`src/design/slt_pkg.sv`:
```
// constants shared by the serial link transmit channel allocation block
`default_nettype none
package slt_pkg;
    // register map, byte addresses
    localparam logic [7:0] REG_CTRL = 8'h00;
    localparam logic [7:0] REG_STATUS = 8'h04;
    // control register fields
    localparam int CTRL_RESET_BIT = 0;
    localparam int CTRL_LOOP_LSB = 1;
    localparam logic [2:0] LOOP_NORMAL = 3'h0;
    localparam logic [2:0] LOOP_MAX = 3'h4;
    // status register fields
    localparam int ST_TX_LOCK = 0;
    localparam int ST_TX_DONE = 1;
    localparam int ST_RX_DONE = 2;
    localparam int ST_LANE_UP = 3;
    localparam int ST_CHAN_UP = 4;
    localparam int ST_FLOW_STOP = 5;
    localparam int ST_LEVEL_LSB = 8;
    // bus responses
    localparam logic [1:0] RESP_OKAY = 2'h0;
    localparam logic [1:0] RESP_SLVERR = 2'h2;
    // channel user codes
    localparam logic [2:0] CK_IDLE = 3'h0;
    localparam logic [2:0] CK_CC = 3'h1;
    localparam logic [2:0] CK_NFC = 3'h2;
    localparam logic [2:0] CK_UFC = 3'h3;
    localparam logic [2:0] CK_USERK = 3'h4;
    localparam logic [2:0] CK_DATA = 3'h5;
    // stream and buffer shape
    localparam int DATA_W = 64;
    localparam int KEEP_W = 8;
    localparam int FIFO_DEPTH = 8;
    localparam int LEVEL_W = 4;
    // bring-up timing
    localparam int CLK_PERIOD_PS = 4000;
    localparam int TX_RST_NS = 2000;
    localparam int RX_RST_NS = 3000;
    localparam int LANE_NS = 500;
    localparam int CHAN_NS = 500;
    localparam int TX_RST_CYC = (TX_RST_NS * 1000 + CLK_PERIOD_PS - 1) / CLK_PERIOD_PS;
    localparam int RX_RST_CYC = (RX_RST_NS * 1000 + CLK_PERIOD_PS - 1) / CLK_PERIOD_PS;
    localparam int LANE_CYC = (LANE_NS * 1000 + CLK_PERIOD_PS - 1) / CLK_PERIOD_PS;
    localparam int CHAN_CYC = (CHAN_NS * 1000 + CLK_PERIOD_PS - 1) / CLK_PERIOD_PS;
    localparam int CNT_W = 12;
endpackage : slt_pkg
`default_nettype wire

```
`src/design/slt_top.sv`:
```
// channel allocation, stream handshake and bring-up status of the link transmitter
//
// The placing of the registers and register access over AXI4-Lite were decided locally.
`default_nettype none
module slt_top (
    input wire logic ref_clk,
    input wire logic nrst,
    input wire logic [7:0] s_axi_awaddr,
    input wire logic s_axi_awvalid,
    output logic s_axi_awready,
    input wire logic [31:0] s_axi_wdata,
    input wire logic [3:0] s_axi_wstrb,
    input wire logic s_axi_wvalid,
    output logic s_axi_wready,
    output logic [1:0] s_axi_bresp,
    output logic s_axi_bvalid,
    input wire logic s_axi_bready,
    input wire logic [7:0] s_axi_araddr,
    input wire logic s_axi_arvalid,
    output logic s_axi_arready,
    output logic [31:0] s_axi_rdata,
    output logic [1:0] s_axi_rresp,
    output logic s_axi_rvalid,
    input wire logic s_axi_rready,
    input wire logic pll_lock,
    input wire logic pll_not_locked,
    output logic transceiver_reset,
    output logic [2:0] loopback_mode,
    output logic tx_lock,
    output logic tx_reset_done,
    output logic rx_reset_done,
    output logic lane_up,
    output logic channel_up,
    input wire logic clock_correction_request,
    input wire logic nfc_tx_tvalid,
    input wire logic ufc_tx_req,
    input wire logic user_k_tx_tvalid,
    input wire logic [slt_pkg::DATA_W-1:0] s_tx_tdata,
    input wire logic [slt_pkg::KEEP_W-1:0] s_tx_tkeep,
    input wire logic s_tx_tlast,
    input wire logic s_tx_tvalid,
    output logic s_tx_tready,
    input wire logic flow_stop_message,
    input wire logic flow_resume_message,
    input wire logic [slt_pkg::DATA_W-1:0] link_rx_tdata,
    input wire logic [slt_pkg::KEEP_W-1:0] link_rx_tkeep,
    input wire logic link_rx_tlast,
    input wire logic link_rx_tvalid,
    output logic [slt_pkg::DATA_W-1:0] m_rx_tdata,
    output logic [slt_pkg::KEEP_W-1:0] m_rx_tkeep,
    output logic m_rx_tlast,
    output logic m_rx_tvalid,
    output logic [2:0] chan_kind,
    output logic [slt_pkg::DATA_W-1:0] chan_tdata,
    output logic [slt_pkg::KEEP_W-1:0] chan_tkeep,
    output logic chan_tlast
);
    localparam int FW = slt_pkg::DATA_W + slt_pkg::KEEP_W + 1;

    typedef struct packed {
        logic awready;
        logic wready;
        logic aw_have;
        logic [7:0] aw_addr;
        logic w_have;
        logic [31:0] w_data;
        logic [3:0] w_strb;
        logic bvalid;
        logic [1:0] bresp;
        logic arready;
        logic rvalid;
        logic [31:0] rdata;
        logic [1:0] rresp;
        logic ctrl_reset;
        logic [2:0] loop;
        logic xcvr_reset;
        logic tx_lock;
        logic flow_stopped;
        logic tx_ready;
        logic [2:0] kind;
        logic [slt_pkg::DATA_W-1:0] cdata;
        logic [slt_pkg::KEEP_W-1:0] ckeep;
        logic clast;
        logic [slt_pkg::DATA_W-1:0] rxd;
        logic [slt_pkg::KEEP_W-1:0] rxk;
        logic rxl;
        logic rxv;
    } slt_top_state_type;

    slt_top_state_type s;
    slt_top_state_type next_s;
    logic lock_ok;
    logic fifo_in_ready;
    logic fifo_out_valid;
    logic fifo_pop;
    logic [FW-1:0] fifo_out;
    logic [slt_pkg::LEVEL_W-1:0] fifo_level;
    logic [31:0] status_word;
    logic [2:0] wr_loop;

    ////////////////////////////////////////////////////////////////////////////
    // bring-up chain, each step starts when the one before is done
    assign lock_ok = s.tx_lock && !pll_not_locked && !s.ctrl_reset;

    slt_delay #(.CYCLES(slt_pkg::TX_RST_CYC)) u_tx_step (
        .ref_clk(ref_clk), .nrst(nrst), .start(lock_ok), .done(tx_reset_done)
    );
    slt_delay #(.CYCLES(slt_pkg::RX_RST_CYC)) u_rx_step (
        .ref_clk(ref_clk), .nrst(nrst), .start(lock_ok && tx_reset_done),
        .done(rx_reset_done)
    );
    slt_delay #(.CYCLES(slt_pkg::LANE_CYC)) u_lane_step (
        .ref_clk(ref_clk), .nrst(nrst), .start(lock_ok && rx_reset_done),
        .done(lane_up)
    );
    slt_delay #(.CYCLES(slt_pkg::CHAN_CYC)) u_chan_step (
        .ref_clk(ref_clk), .nrst(nrst), .start(lock_ok && lane_up),
        .done(channel_up)
    );

    ////////////////////////////////////////////////////////////////////////////
    // transmit buffer between user stream and channel
    slt_fifo #(.WIDTH(FW), .DEPTH(slt_pkg::FIFO_DEPTH)) u_tx_fifo (
        .ref_clk(ref_clk),
        .nrst(nrst),
        .in_valid(s_tx_tvalid && s.tx_ready),
        .in_ready(fifo_in_ready),
        .in_data({s_tx_tdata, s_tx_tkeep, s_tx_tlast}),
        .out_valid(fifo_out_valid),
        .out_ready(fifo_pop),
        .out_data(fifo_out),
        .level(fifo_level)
    );

    assign status_word = {20'h0, fifo_level, 2'h0, s.flow_stopped, channel_up,
                          lane_up, rx_reset_done, tx_reset_done, s.tx_lock};
    assign wr_loop = s.w_data[slt_pkg::CTRL_LOOP_LSB +: 3];
    assign fifo_pop = channel_up && !clock_correction_request && !nfc_tx_tvalid
        && !ufc_tx_req && !user_k_tx_tvalid && !s.flow_stopped && fifo_out_valid;

    ////////////////////////////////////////////////////////////////////////////
    // next state
    always_comb begin
        next_s = s;
        // register bus write
        if (s_axi_awvalid && s.awready) begin
            next_s.aw_have = 1'b1;
            next_s.aw_addr = s_axi_awaddr;
        end
        if (s_axi_wvalid && s.wready) begin
            next_s.w_have = 1'b1;
            next_s.w_data = s_axi_wdata;
            next_s.w_strb = s_axi_wstrb;
        end
        if (s.bvalid && s_axi_bready) begin
            next_s.bvalid = 1'b0;
        end
        if (s.aw_have && s.w_have && !s.bvalid) begin
            next_s.aw_have = 1'b0;
            next_s.w_have = 1'b0;
            next_s.bvalid = 1'b1;
            next_s.bresp = slt_pkg::RESP_OKAY;
            if (s.aw_addr == slt_pkg::REG_CTRL) begin
                if (s.w_strb[0]) begin
                    next_s.ctrl_reset = s.w_data[slt_pkg::CTRL_RESET_BIT];
                    if (wr_loop <= slt_pkg::LOOP_MAX) begin
                        next_s.loop = wr_loop;
                    end
                end
            end else if (s.aw_addr != slt_pkg::REG_STATUS) begin
                next_s.bresp = slt_pkg::RESP_SLVERR;
            end
        end
        next_s.awready = !next_s.aw_have && !next_s.bvalid;
        next_s.wready = !next_s.w_have && !next_s.bvalid;
        // register bus read
        if (s.rvalid && s_axi_rready) begin
            next_s.rvalid = 1'b0;
        end
        if (s_axi_arvalid && s.arready) begin
            next_s.rvalid = 1'b1;
            next_s.rresp = slt_pkg::RESP_OKAY;
            if (s_axi_araddr == slt_pkg::REG_CTRL) begin
                next_s.rdata = {28'h0, s.loop, s.ctrl_reset};
            end else if (s_axi_araddr == slt_pkg::REG_STATUS) begin
                next_s.rdata = status_word;
            end else begin
                next_s.rdata = 32'h0;
                next_s.rresp = slt_pkg::RESP_SLVERR;
            end
        end
        next_s.arready = !next_s.rvalid;
        // lock and transceiver reset
        next_s.tx_lock = pll_lock;
        next_s.xcvr_reset = s.ctrl_reset || pll_not_locked;
        // remote flow messages, stop wins a tie
        if (flow_stop_message) begin
            next_s.flow_stopped = 1'b1;
        end else if (flow_resume_message) begin
            next_s.flow_stopped = 1'b0;
        end
        if (!channel_up) begin
            next_s.flow_stopped = 1'b0;
        end
        // channel allocation by fixed priority
        next_s.clast = 1'b0;
        if (!channel_up) begin
            next_s.kind = slt_pkg::CK_IDLE;
        end else if (clock_correction_request) begin
            next_s.kind = slt_pkg::CK_CC;
        end else if (nfc_tx_tvalid) begin
            next_s.kind = slt_pkg::CK_NFC;
        end else if (ufc_tx_req) begin
            next_s.kind = slt_pkg::CK_UFC;
        end else if (user_k_tx_tvalid) begin
            next_s.kind = slt_pkg::CK_USERK;
        end else if (fifo_pop) begin
            next_s.kind = slt_pkg::CK_DATA;
            {next_s.cdata, next_s.ckeep, next_s.clast} = fifo_out;
        end else begin
            next_s.kind = slt_pkg::CK_IDLE;
        end
        // transmit accept for the coming cycle
        next_s.tx_ready = channel_up && !clock_correction_request
            && !nfc_tx_tvalid && !ufc_tx_req
            && !user_k_tx_tvalid
            && !next_s.flow_stopped
            && (fifo_level <= slt_pkg::LEVEL_W'(slt_pkg::FIFO_DEPTH - 2));
        // receive stream
        next_s.rxv = link_rx_tvalid && channel_up;
        if (link_rx_tvalid) begin
            next_s.rxd = link_rx_tdata;
            next_s.rxk = link_rx_tkeep;
            next_s.rxl = link_rx_tlast;
        end
    end

    always_ff @(posedge ref_clk) begin
        if (!nrst) begin
            s <= '0;
        end else begin
            s <= next_s;
        end
    end

    ////////////////////////////////////////////////////////////////////////////
    // outputs
    assign s_axi_awready = s.awready;
    assign s_axi_wready = s.wready;
    assign s_axi_bvalid = s.bvalid;
    assign s_axi_bresp = s.bresp;
    assign s_axi_arready = s.arready;
    assign s_axi_rvalid = s.rvalid;
    assign s_axi_rdata = s.rdata;
    assign s_axi_rresp = s.rresp;
    assign transceiver_reset = s.xcvr_reset;
    assign loopback_mode = s.loop;
    assign tx_lock = s.tx_lock;
    assign s_tx_tready = s.tx_ready;
    assign m_rx_tdata = s.rxd;
    assign m_rx_tkeep = s.rxk;
    assign m_rx_tlast = s.rxl;
    assign m_rx_tvalid = s.rxv;
    assign chan_kind = s.kind;
    assign chan_tdata = s.cdata;
    assign chan_tkeep = s.ckeep;
    assign chan_tlast = s.clast;
endmodule : slt_top
`default_nettype wire

```
`src/design/slt_delay.sv`:
```
// one bring-up step: done rises a fixed number of cycles after start
`default_nettype none
module slt_delay #(
    parameter int CYCLES = 1
) (
    input wire logic ref_clk,
    input wire logic nrst,
    input wire logic start,
    output logic done
);
    typedef struct packed {
        logic [slt_pkg::CNT_W-1:0] cnt;
        logic done;
    } slt_delay_state_type;

    slt_delay_state_type s;
    slt_delay_state_type next_s;

    always_comb begin
        next_s = s;
        if (!start) begin
            next_s = '0;
        end else if (!s.done) begin
            if (s.cnt == slt_pkg::CNT_W'(CYCLES - 1)) begin
                next_s.done = 1'b1;
            end else begin
                next_s.cnt = s.cnt + 1'b1;
            end
        end
    end

    always_ff @(posedge ref_clk) begin
        if (!nrst) begin
            s <= '0;
        end else begin
            s <= next_s;
        end
    end

    assign done = s.done;
endmodule : slt_delay
`default_nettype wire

```
`src/design/slt_fifo.sv`:
```
// small synchronous fifo with valid and ready on both sides
`default_nettype none
module slt_fifo #(
    parameter int WIDTH = 8,
    parameter int DEPTH = 8
) (
    input wire logic ref_clk,
    input wire logic nrst,
    input wire logic in_valid,
    output logic in_ready,
    input wire logic [WIDTH-1:0] in_data,
    output logic out_valid,
    input wire logic out_ready,
    output logic [WIDTH-1:0] out_data,
    output logic [$clog2(DEPTH):0] level
);
    localparam int PW = $clog2(DEPTH);

    typedef struct packed {
        logic [DEPTH-1:0][WIDTH-1:0] mem;
        logic [PW-1:0] wp;
        logic [PW-1:0] rp;
        logic [PW:0] cnt;
    } slt_fifo_state_type;

    slt_fifo_state_type s;
    slt_fifo_state_type next_s;
    logic push;
    logic pop;

    assign in_ready = (s.cnt != (PW+1)'(DEPTH));
    assign out_valid = (s.cnt != '0);
    assign out_data = s.mem[s.rp];
    assign level = s.cnt;
    assign push = in_valid && in_ready;
    assign pop = out_valid && out_ready;

    always_comb begin
        next_s = s;
        if (push) begin
            next_s.mem[s.wp] = in_data;
            next_s.wp = s.wp + 1'b1;
        end
        if (pop) begin
            next_s.rp = s.rp + 1'b1;
        end
        if (push && !pop) begin
            next_s.cnt = s.cnt + 1'b1;
        end else if (pop && !push) begin
            next_s.cnt = s.cnt - 1'b1;
        end
    end

    always_ff @(posedge ref_clk) begin
        if (!nrst) begin
            s <= '0;
        end else begin
            s <= next_s;
        end
    end
endmodule : slt_fifo
`default_nettype wire

```
`config.mk`:
```
export PLATFORM = sky130hd
export DESIGN_NAME = slt_top
export DESIGN_NICKNAME = d
export VERILOG_FILES = /design/src/design/slt_pkg.sv /design/src/design/slt_top.sv /design/src/design/slt_delay.sv /design/src/design/slt_fifo.sv
export SDC_FILE = /design/constraint.sdc
export NUM_CORES = 2
export LEC_CHECK = 0
export ABC_CLOCK_PERIOD_IN_PS = 3100
export BUFFER_PORTS_ARGS = -buffer_cell sky130_fd_sc_hd__buf_4
export CORE_UTILIZATION = 47
export CTS_CLUSTER_DIAMETER = 80
export DETAILED_ROUTE_END_ITERATION = 10
export HOLD_SLACK_MARGIN = 0.12
export MAX_ROUTING_LAYER = met4
export PLACE_DENSITY = 0.73
export SYNTH_ARGS = -nofsm -noshare
export SYNTH_HDL_FRONTEND = slang
export SYNTH_SLANG_ARGS = --single-unit
```
`constraint.sdc`:
```
create_clock -name ref_clk -period 3.1 [get_ports ref_clk]
set_input_delay 0.31 -clock ref_clk [delete_from_list [all_inputs] [get_ports ref_clk]]
set_output_delay 0.31 -clock ref_clk [all_outputs]
set_load 0.02 [all_outputs]
```
* Word level (Yosys, flattened, before mapping)
Cells that the tools add are included.
** Storage, ports and cells
- Memories kept :: 0
- RAM bits :: 0
- Input port bits :: 215
- Bits in registers :: 891
- Output and inout port bits :: 201
- ROM bits :: 0
- Logic and storage cells :: 183
- Bits in latches :: 0
** Operators by class
- Reduce and logical (&&, ||, !) cells :: 64
- Div/mod/pow operators :: 0
- Shifts and indexed selects :: 0
- Add/subtract/negate cells :: 8
- Magnitude comparators :: 5
- Bitwise operators :: 14
- $mul :: 0
- Eq/ne operators :: 7
- Muxes and demuxes :: 37
** Operators with widths (count)
- bitwise mux 584 bit :: 1
- binary-select mux 73 bit (select 3 bit) :: 1
- demux 73 bit (select 3 bit) :: 1
- 2-to-1 mux 73 bit :: 2
- adder 12 x 1 -> 12 bit, second input constant :: 4
- 2-to-1 mux 37 bit :: 1
- 2-to-1 mux 35 bit :: 1
- 2-to-1 mux 32 bit :: 1
- logical AND 1 bit :: 29
- equality test 12 x 7 -> 1 bit, second input constant :: 2
- AND reduction 2 bit :: 9
- zero test 8 bit :: 2
- 2-to-1 mux 1 bit :: 16
- zero test 1 bit :: 15
- inverter 1 bit :: 14
- equality test 12 x 10 -> 1 bit, second input constant :: 1
- equality test 12 x 9 -> 1 bit, second input constant :: 1
- 2-to-1 mux 12 bit :: 1
- 2-to-1 mux 2 bit :: 6
- 2-to-1 mux 3 bit :: 3
- 2-to-1 mux 9 bit :: 1
- equality test 8 x 3 -> 1 bit, second input constant :: 1
- < comparator 3 x 4 -> 1 bit, second input constant :: 2
- 2-to-1 mux 4 bit :: 2
- 17 further kinds :: 18

* Longest topological paths before layout
- Depth after elaboration :: 12
- Depth in mapped cells :: 11
- Gate-level depth less buffers :: 10

* Modules after synthesis
Synthesis repeated with hierarchy kept, for this count alone.
** Second synthesis, totals
- Cell total of the unflattened synthesis :: 4154
- Area total of the unflattened synthesis :: 38328.0 sq um
** Modules (own cells, without submodules)
- slt_fifo :: sequential area each 11891.4 sq um, cells an instance 2943, instances 1, area an instance 27724.1 sq um
- slt_top :: sequential area each 3803.6 sq um, cells an instance 918, instances 1, area an instance 8041.5 sq um
- slt_delay at u_chan_step ... :: sequential area each 260.2 sq um, cells an instance 74, instances 2, area an instance 633.1 sq um
- slt_delay at u_rx_step :: sequential area each 260.2 sq um, cells an instance 85, instances 1, area an instance 726.9 sq um
- slt_delay at u_tx_step :: sequential area each 260.2 sq um, cells an instance 60, instances 1, area an instance 569.3 sq um

* Worst setup path before layout
No wires, ideal clock.
- Kind :: register -> register
- Start point :: register u_chan_step.s, in the netlist u_chan_step.done
- End point :: register u_tx_fifo.s, in the netlist u_tx_fifo.level[3]
- Clock period less this slack :: 2.922 ns
- Arrival :: 2.851 ns
- Library setup time :: 0.072 ns
- Required time :: 3.028 ns
- Path slack :: 0.178 ns
- Path buffers :: 1
- Cell stages (with the launch flop) :: 12
- Path through :: dfxtp_1 > or4b_1 > nor4_4 > buf_2 > inv_1 > ha_1 > inv_1 > ha_1 > a21oi_1 > a211oi_1 > a31oi_1 > mux2i_1
** Between the ends
- Word-level cells in the longest chain between the ends :: 10
- Elaborated cells on any way between the ends :: 12
- Classes of those cells :: 1 x mux; 11 x reduce/logical
** RTL lines
- start, declared :: RTL line slt_delay.sv:16 : slt_delay_state_type s;
- start signal, assigned :: RTL line slt_delay.sv:36 : s <= next_s;
- logical AND 1 bit (*) (2 in series) :: RTL line slt_top.sv:138 : assign fifo_pop = channel_up && !clock_correction_request && !nfc_tx_tvalid
- logical AND 1 bit (*) (4 in series) :: RTL line slt_top.sv:139 : && !ufc_tx_req && !user_k_tx_tvalid && !s.flow_stopped && fifo_out_valid;
- logical AND 1 bit (*) :: RTL line slt_fifo.sv:36 : assign pop = out_valid && out_ready;
- zero test 1 bit :: RTL line slt_fifo.sv:47 : if (push && !pop) begin
- logical AND 1 bit :: RTL line slt_fifo.sv:47
- 2-to-1 mux 4 bit / nonzero test 2 bit (equally long branches)
- end signal, assigned :: RTL line slt_fifo.sv:58 : s <= next_s;
- end, declared :: RTL line slt_fifo.sv:26 : slt_fifo_state_type s;
Every way passes the cells marked *; elsewhere a longest branch is shown, timed or not.
A chain may end at the register's enable or synchronous reset.

* Final worst setup path
- Start point :: input port clock_correction_request
- End point :: register s, in the netlist chan_kind[2]
** Between the ends
- Word-level cells in the longest chain between the ends :: 9
- Elaborated cells on any way between the ends :: 10
- Classes of those cells :: 2 x mux; 8 x reduce/logical
** RTL lines
- start, declared :: RTL line slt_top.sv:34 : input wire logic clock_correction_request,
- zero test 1 bit :: RTL line slt_top.sv:138
- logical AND 1 bit (2 in series) :: RTL line slt_top.sv:138
- logical AND 1 bit (4 in series) :: RTL line slt_top.sv:139
- 2-to-1 mux 3 bit :: RTL line slt_top.sv:217 : end else if (fifo_pop) begin
- 2-to-1 mux 3 bit :: RTL line slt_top.sv:215 : end else if (user_k_tx_tvalid) begin
- end signal, assigned :: RTL line slt_top.sv:242 : s <= next_s;
- end, declared :: RTL line slt_top.sv:90 : slt_top_state_type s;
Parallel ways exist; a longest one is shown, timed or not.

==> flow_metrics.tcl <==
set metrics [dict create \
    min_from "s_tx_tdata[4]" \
    grt_max_degree 185 \
    drcViolationCount 0 \
    dp_hpwl_um 48400 \
    area_growth_pct 20.9 \
    p_leak_uw 0.0150 \
    grt_pass1_wl_um 137000 \
    ys_seq_area_share_pct 49.6 \
    htree_levels 3 \
    hold_path_depth 3 \
    ios 416 \
    gp_congestion 0.840 \
    synth-edff-count 0 \
    clock_skew_ps 27.6 \
    synthArstFlopShare_pct 0 \
    finalCritPeriodShare_pct 95.6 \
    cts-root-buf "clkbuf_16" \
    arrival_ps 3530 \
    synth-main-ff-cell "dfxtp_1" \
    rsz0062_at_grt "false" \
    antenna_found_initial 4 \
    die_area_mm2 0.0728 \
    yosys_warnings 0 \
    via_per_inst 5.56 \
    r2r_cells 6 \
    utilization_pct 57.8 \
    ant_nets 0 \
    vias 26203 \
    worst_slew_pin_slew_ps 820 \
    fin_tns_setup_ps 0 \
    vdd_ir_drop_max_mv 0.350 \
    layout_commonest_cell "dfxtp_1" \
    p_total_uw 22900 \
    nNetsFinal 3933 \
    cts_tree "yes" \
    cts_buffer_depth 3 \
    wl_per_cell_um 18.2 \
    gr-usage-all-layers_pct 23.8 \
    cts_resized 0 \
    design_area_mm2 0.0408 \
    fp-row-count 97 \
    netlist_instances 3470 \
    r2r-end "chan_kind[2]" \
    hold_class "in -> reg" \
    initial_core_util_pct 47.8 \
    worstPathRequired_ps 3670 \
    place_area_mm2 0.0358 \
    setup_viol 0 \
    drive_gt1_share_pct 18.7 \
    mostFrequentLayoutCells "dfxtp_1, o21ai_0, nand3_1" \
    status "completed" \
    core_mm2 0.0705 \
    drt-total-wl_um 86000 \
    worstHoldEndpoint "u_tx_fifo.s[534]" \
    drv_cap 0 \
    dr.pass1.iters 5 \
    path_clk_slew_ps 60 \
    insertion_delay_ps 640 \
    hold_violations 0 \
    syn_area_mm2 0.0337 \
    avgSynthCellArea_um2 9.72 \
    max_slew_margin_pct 45.3 \
    cts_sinks 836 \
    drtIter0Drc 1967 \
    synth_seq_cells 836 \
    powerDensity_mw_per_mm2 562 \
    start_kind "input port" \
    numCtsBuffers 86 \
    postCtsSetupRepairBufs 0 \
    ff2ff_setup_slack_ps 270 \
    period_minus_slack_ps 2960 \
    ys_types 59 \
    max_freq_ghz 0.337 \
    critPathCaptureType "register" \
    slew_viol_final 0 \
    grt_pass1_vias 25254 \
    worstPathMaxFanout 150 \
    portBuffers 360 \
    gr-total-overflow 0 \
    critPathKind "in -> reg" \
    fp.dieW_um 270 \
    r2r-start "u_chan_step.done" \
    chipHeight_um 270 \
]
kinds of logic after synthesis:
logic type               synth area share [%]
multiplexers                             14.3
AND/OR/NAND/NOR                          14.1
adder cells (fa/ha/maj)                 0.505
flip-flops                               49.6
other                                  0.0111
XOR/XNOR                                0.753
AO/OA/AOI/OAI                            12.5
buffers and inverters                    8.09
synth_stat cells, types with 12 or more instances:
library cell,n,share of area (%)
mux2i_1,155,4.6
nor2_1,126,1.4
nand3_1,606,9.0
xor2_1,12,0.31
mux4_2,146,9.7
buf_4,190,4.2
dfxtp_1,836,50
nand2_1,121,1.3
o21ai_0,672,10
ha_1,12,0.45
inv_1,19,0.21
xnor2_1,17,0.44
a21oi_1,107,1.6
buf_2,95,1.4
nand4_1,17,0.32
clkbuf_1,198,2.2
timing repair:
action                                  in CTS  in global routing
endpoints found under the hold margin      542                  0
hold buffers                               196                  0
endpoints found under the setup margin       0                  0
flip-flops by register name, indices dropped and copies added (netlist names), 3 cells and up:
name	flops
loopback_mode	3
s	17
m_rx_tkeep	8
u_rx_step.s	12
u_chan_step.s	12
chan_tdata	64
u_tx_step.s	12
u_lane_step.s	12
chan_kind	3
chan_tkeep	8
m_rx_tdata	64
u_tx_fifo.level	4
u_tx_fifo.s	590
s_axi_rdata	10
per-stage QoR:
| stage | std cells | hold WS, ps | setup slack, ps |
|---|---|---|---|
| detailed placement | 4361 | 439 | 179 |
| CTS | 4712 | 121 | 198 |
| global route | 4715 | 152 | 60.5 |
| finish | 4715 | 145 | 136 |
| global placement | 4361 | 431 | 227 |
| floorplan | 3493 | 387 | 178 |
routing by layer:
layer	up-vias	part of all wire (%)	track usage [%]
met4	0	2.9	8.96
li1	12742	-	-
met2	681	47	37.4
met5	-	0	-
met1	12593	45	30.9
met3	187	4.9	3.65
report_power, final:
| part | switching (µW) | total (µW) | leakage (µW) | internal (µW) |
|---|---|---|---|---|
| Sequential | 50.1 | 10900 | 0.00675 | 10800 |
| Clock | 4390 | 11000 | 0.00148 | 6570 |
| Combinational | 609 | 1090 | 0.00680 | 486 |
critical path, stage by stage:
cell and delay [ps]:
dlygate4sd3_1 550, buf_4 150, or4b_1 580, nor4_4 380
buf_12 520, nor2_1 130, nor4b_1 300, dlygate4sd3_1 580
how the worst max path moves through the flow:
stage | start | slack (ps) | end
floorplan | u_chan_step.done | 180 | u_tx_fifo.level[3]
global placement | clock_correction_request | 230 | u_tx_fifo.level[3]
detailed placement | clock_correction_request | 180 | u_tx_fifo.level[3]
CTS | clock_correction_request | 200 | chan_kind[2]
global route | clock_correction_request | 60 | chan_kind[2]
finish | clock_correction_request | 140 | chan_kind[2]
cell type report:
| class | count | area, µm² |
|---|---|---|
| fill | 5748 | 29700 |
| sequential | 836 | 16700 |
| multi-input combinational | 2152 | 14300 |
| timing repair buffer | 610 | 5400 |
| clock buffer | 124 | 2510 |
| tap | 940 | 1180 |
| clock inverter | 31 | 507 |
| inverter | 19 | 71.3 |
| antenna | 3 | 7.51 |
Power figures use the tool's default switching activity.
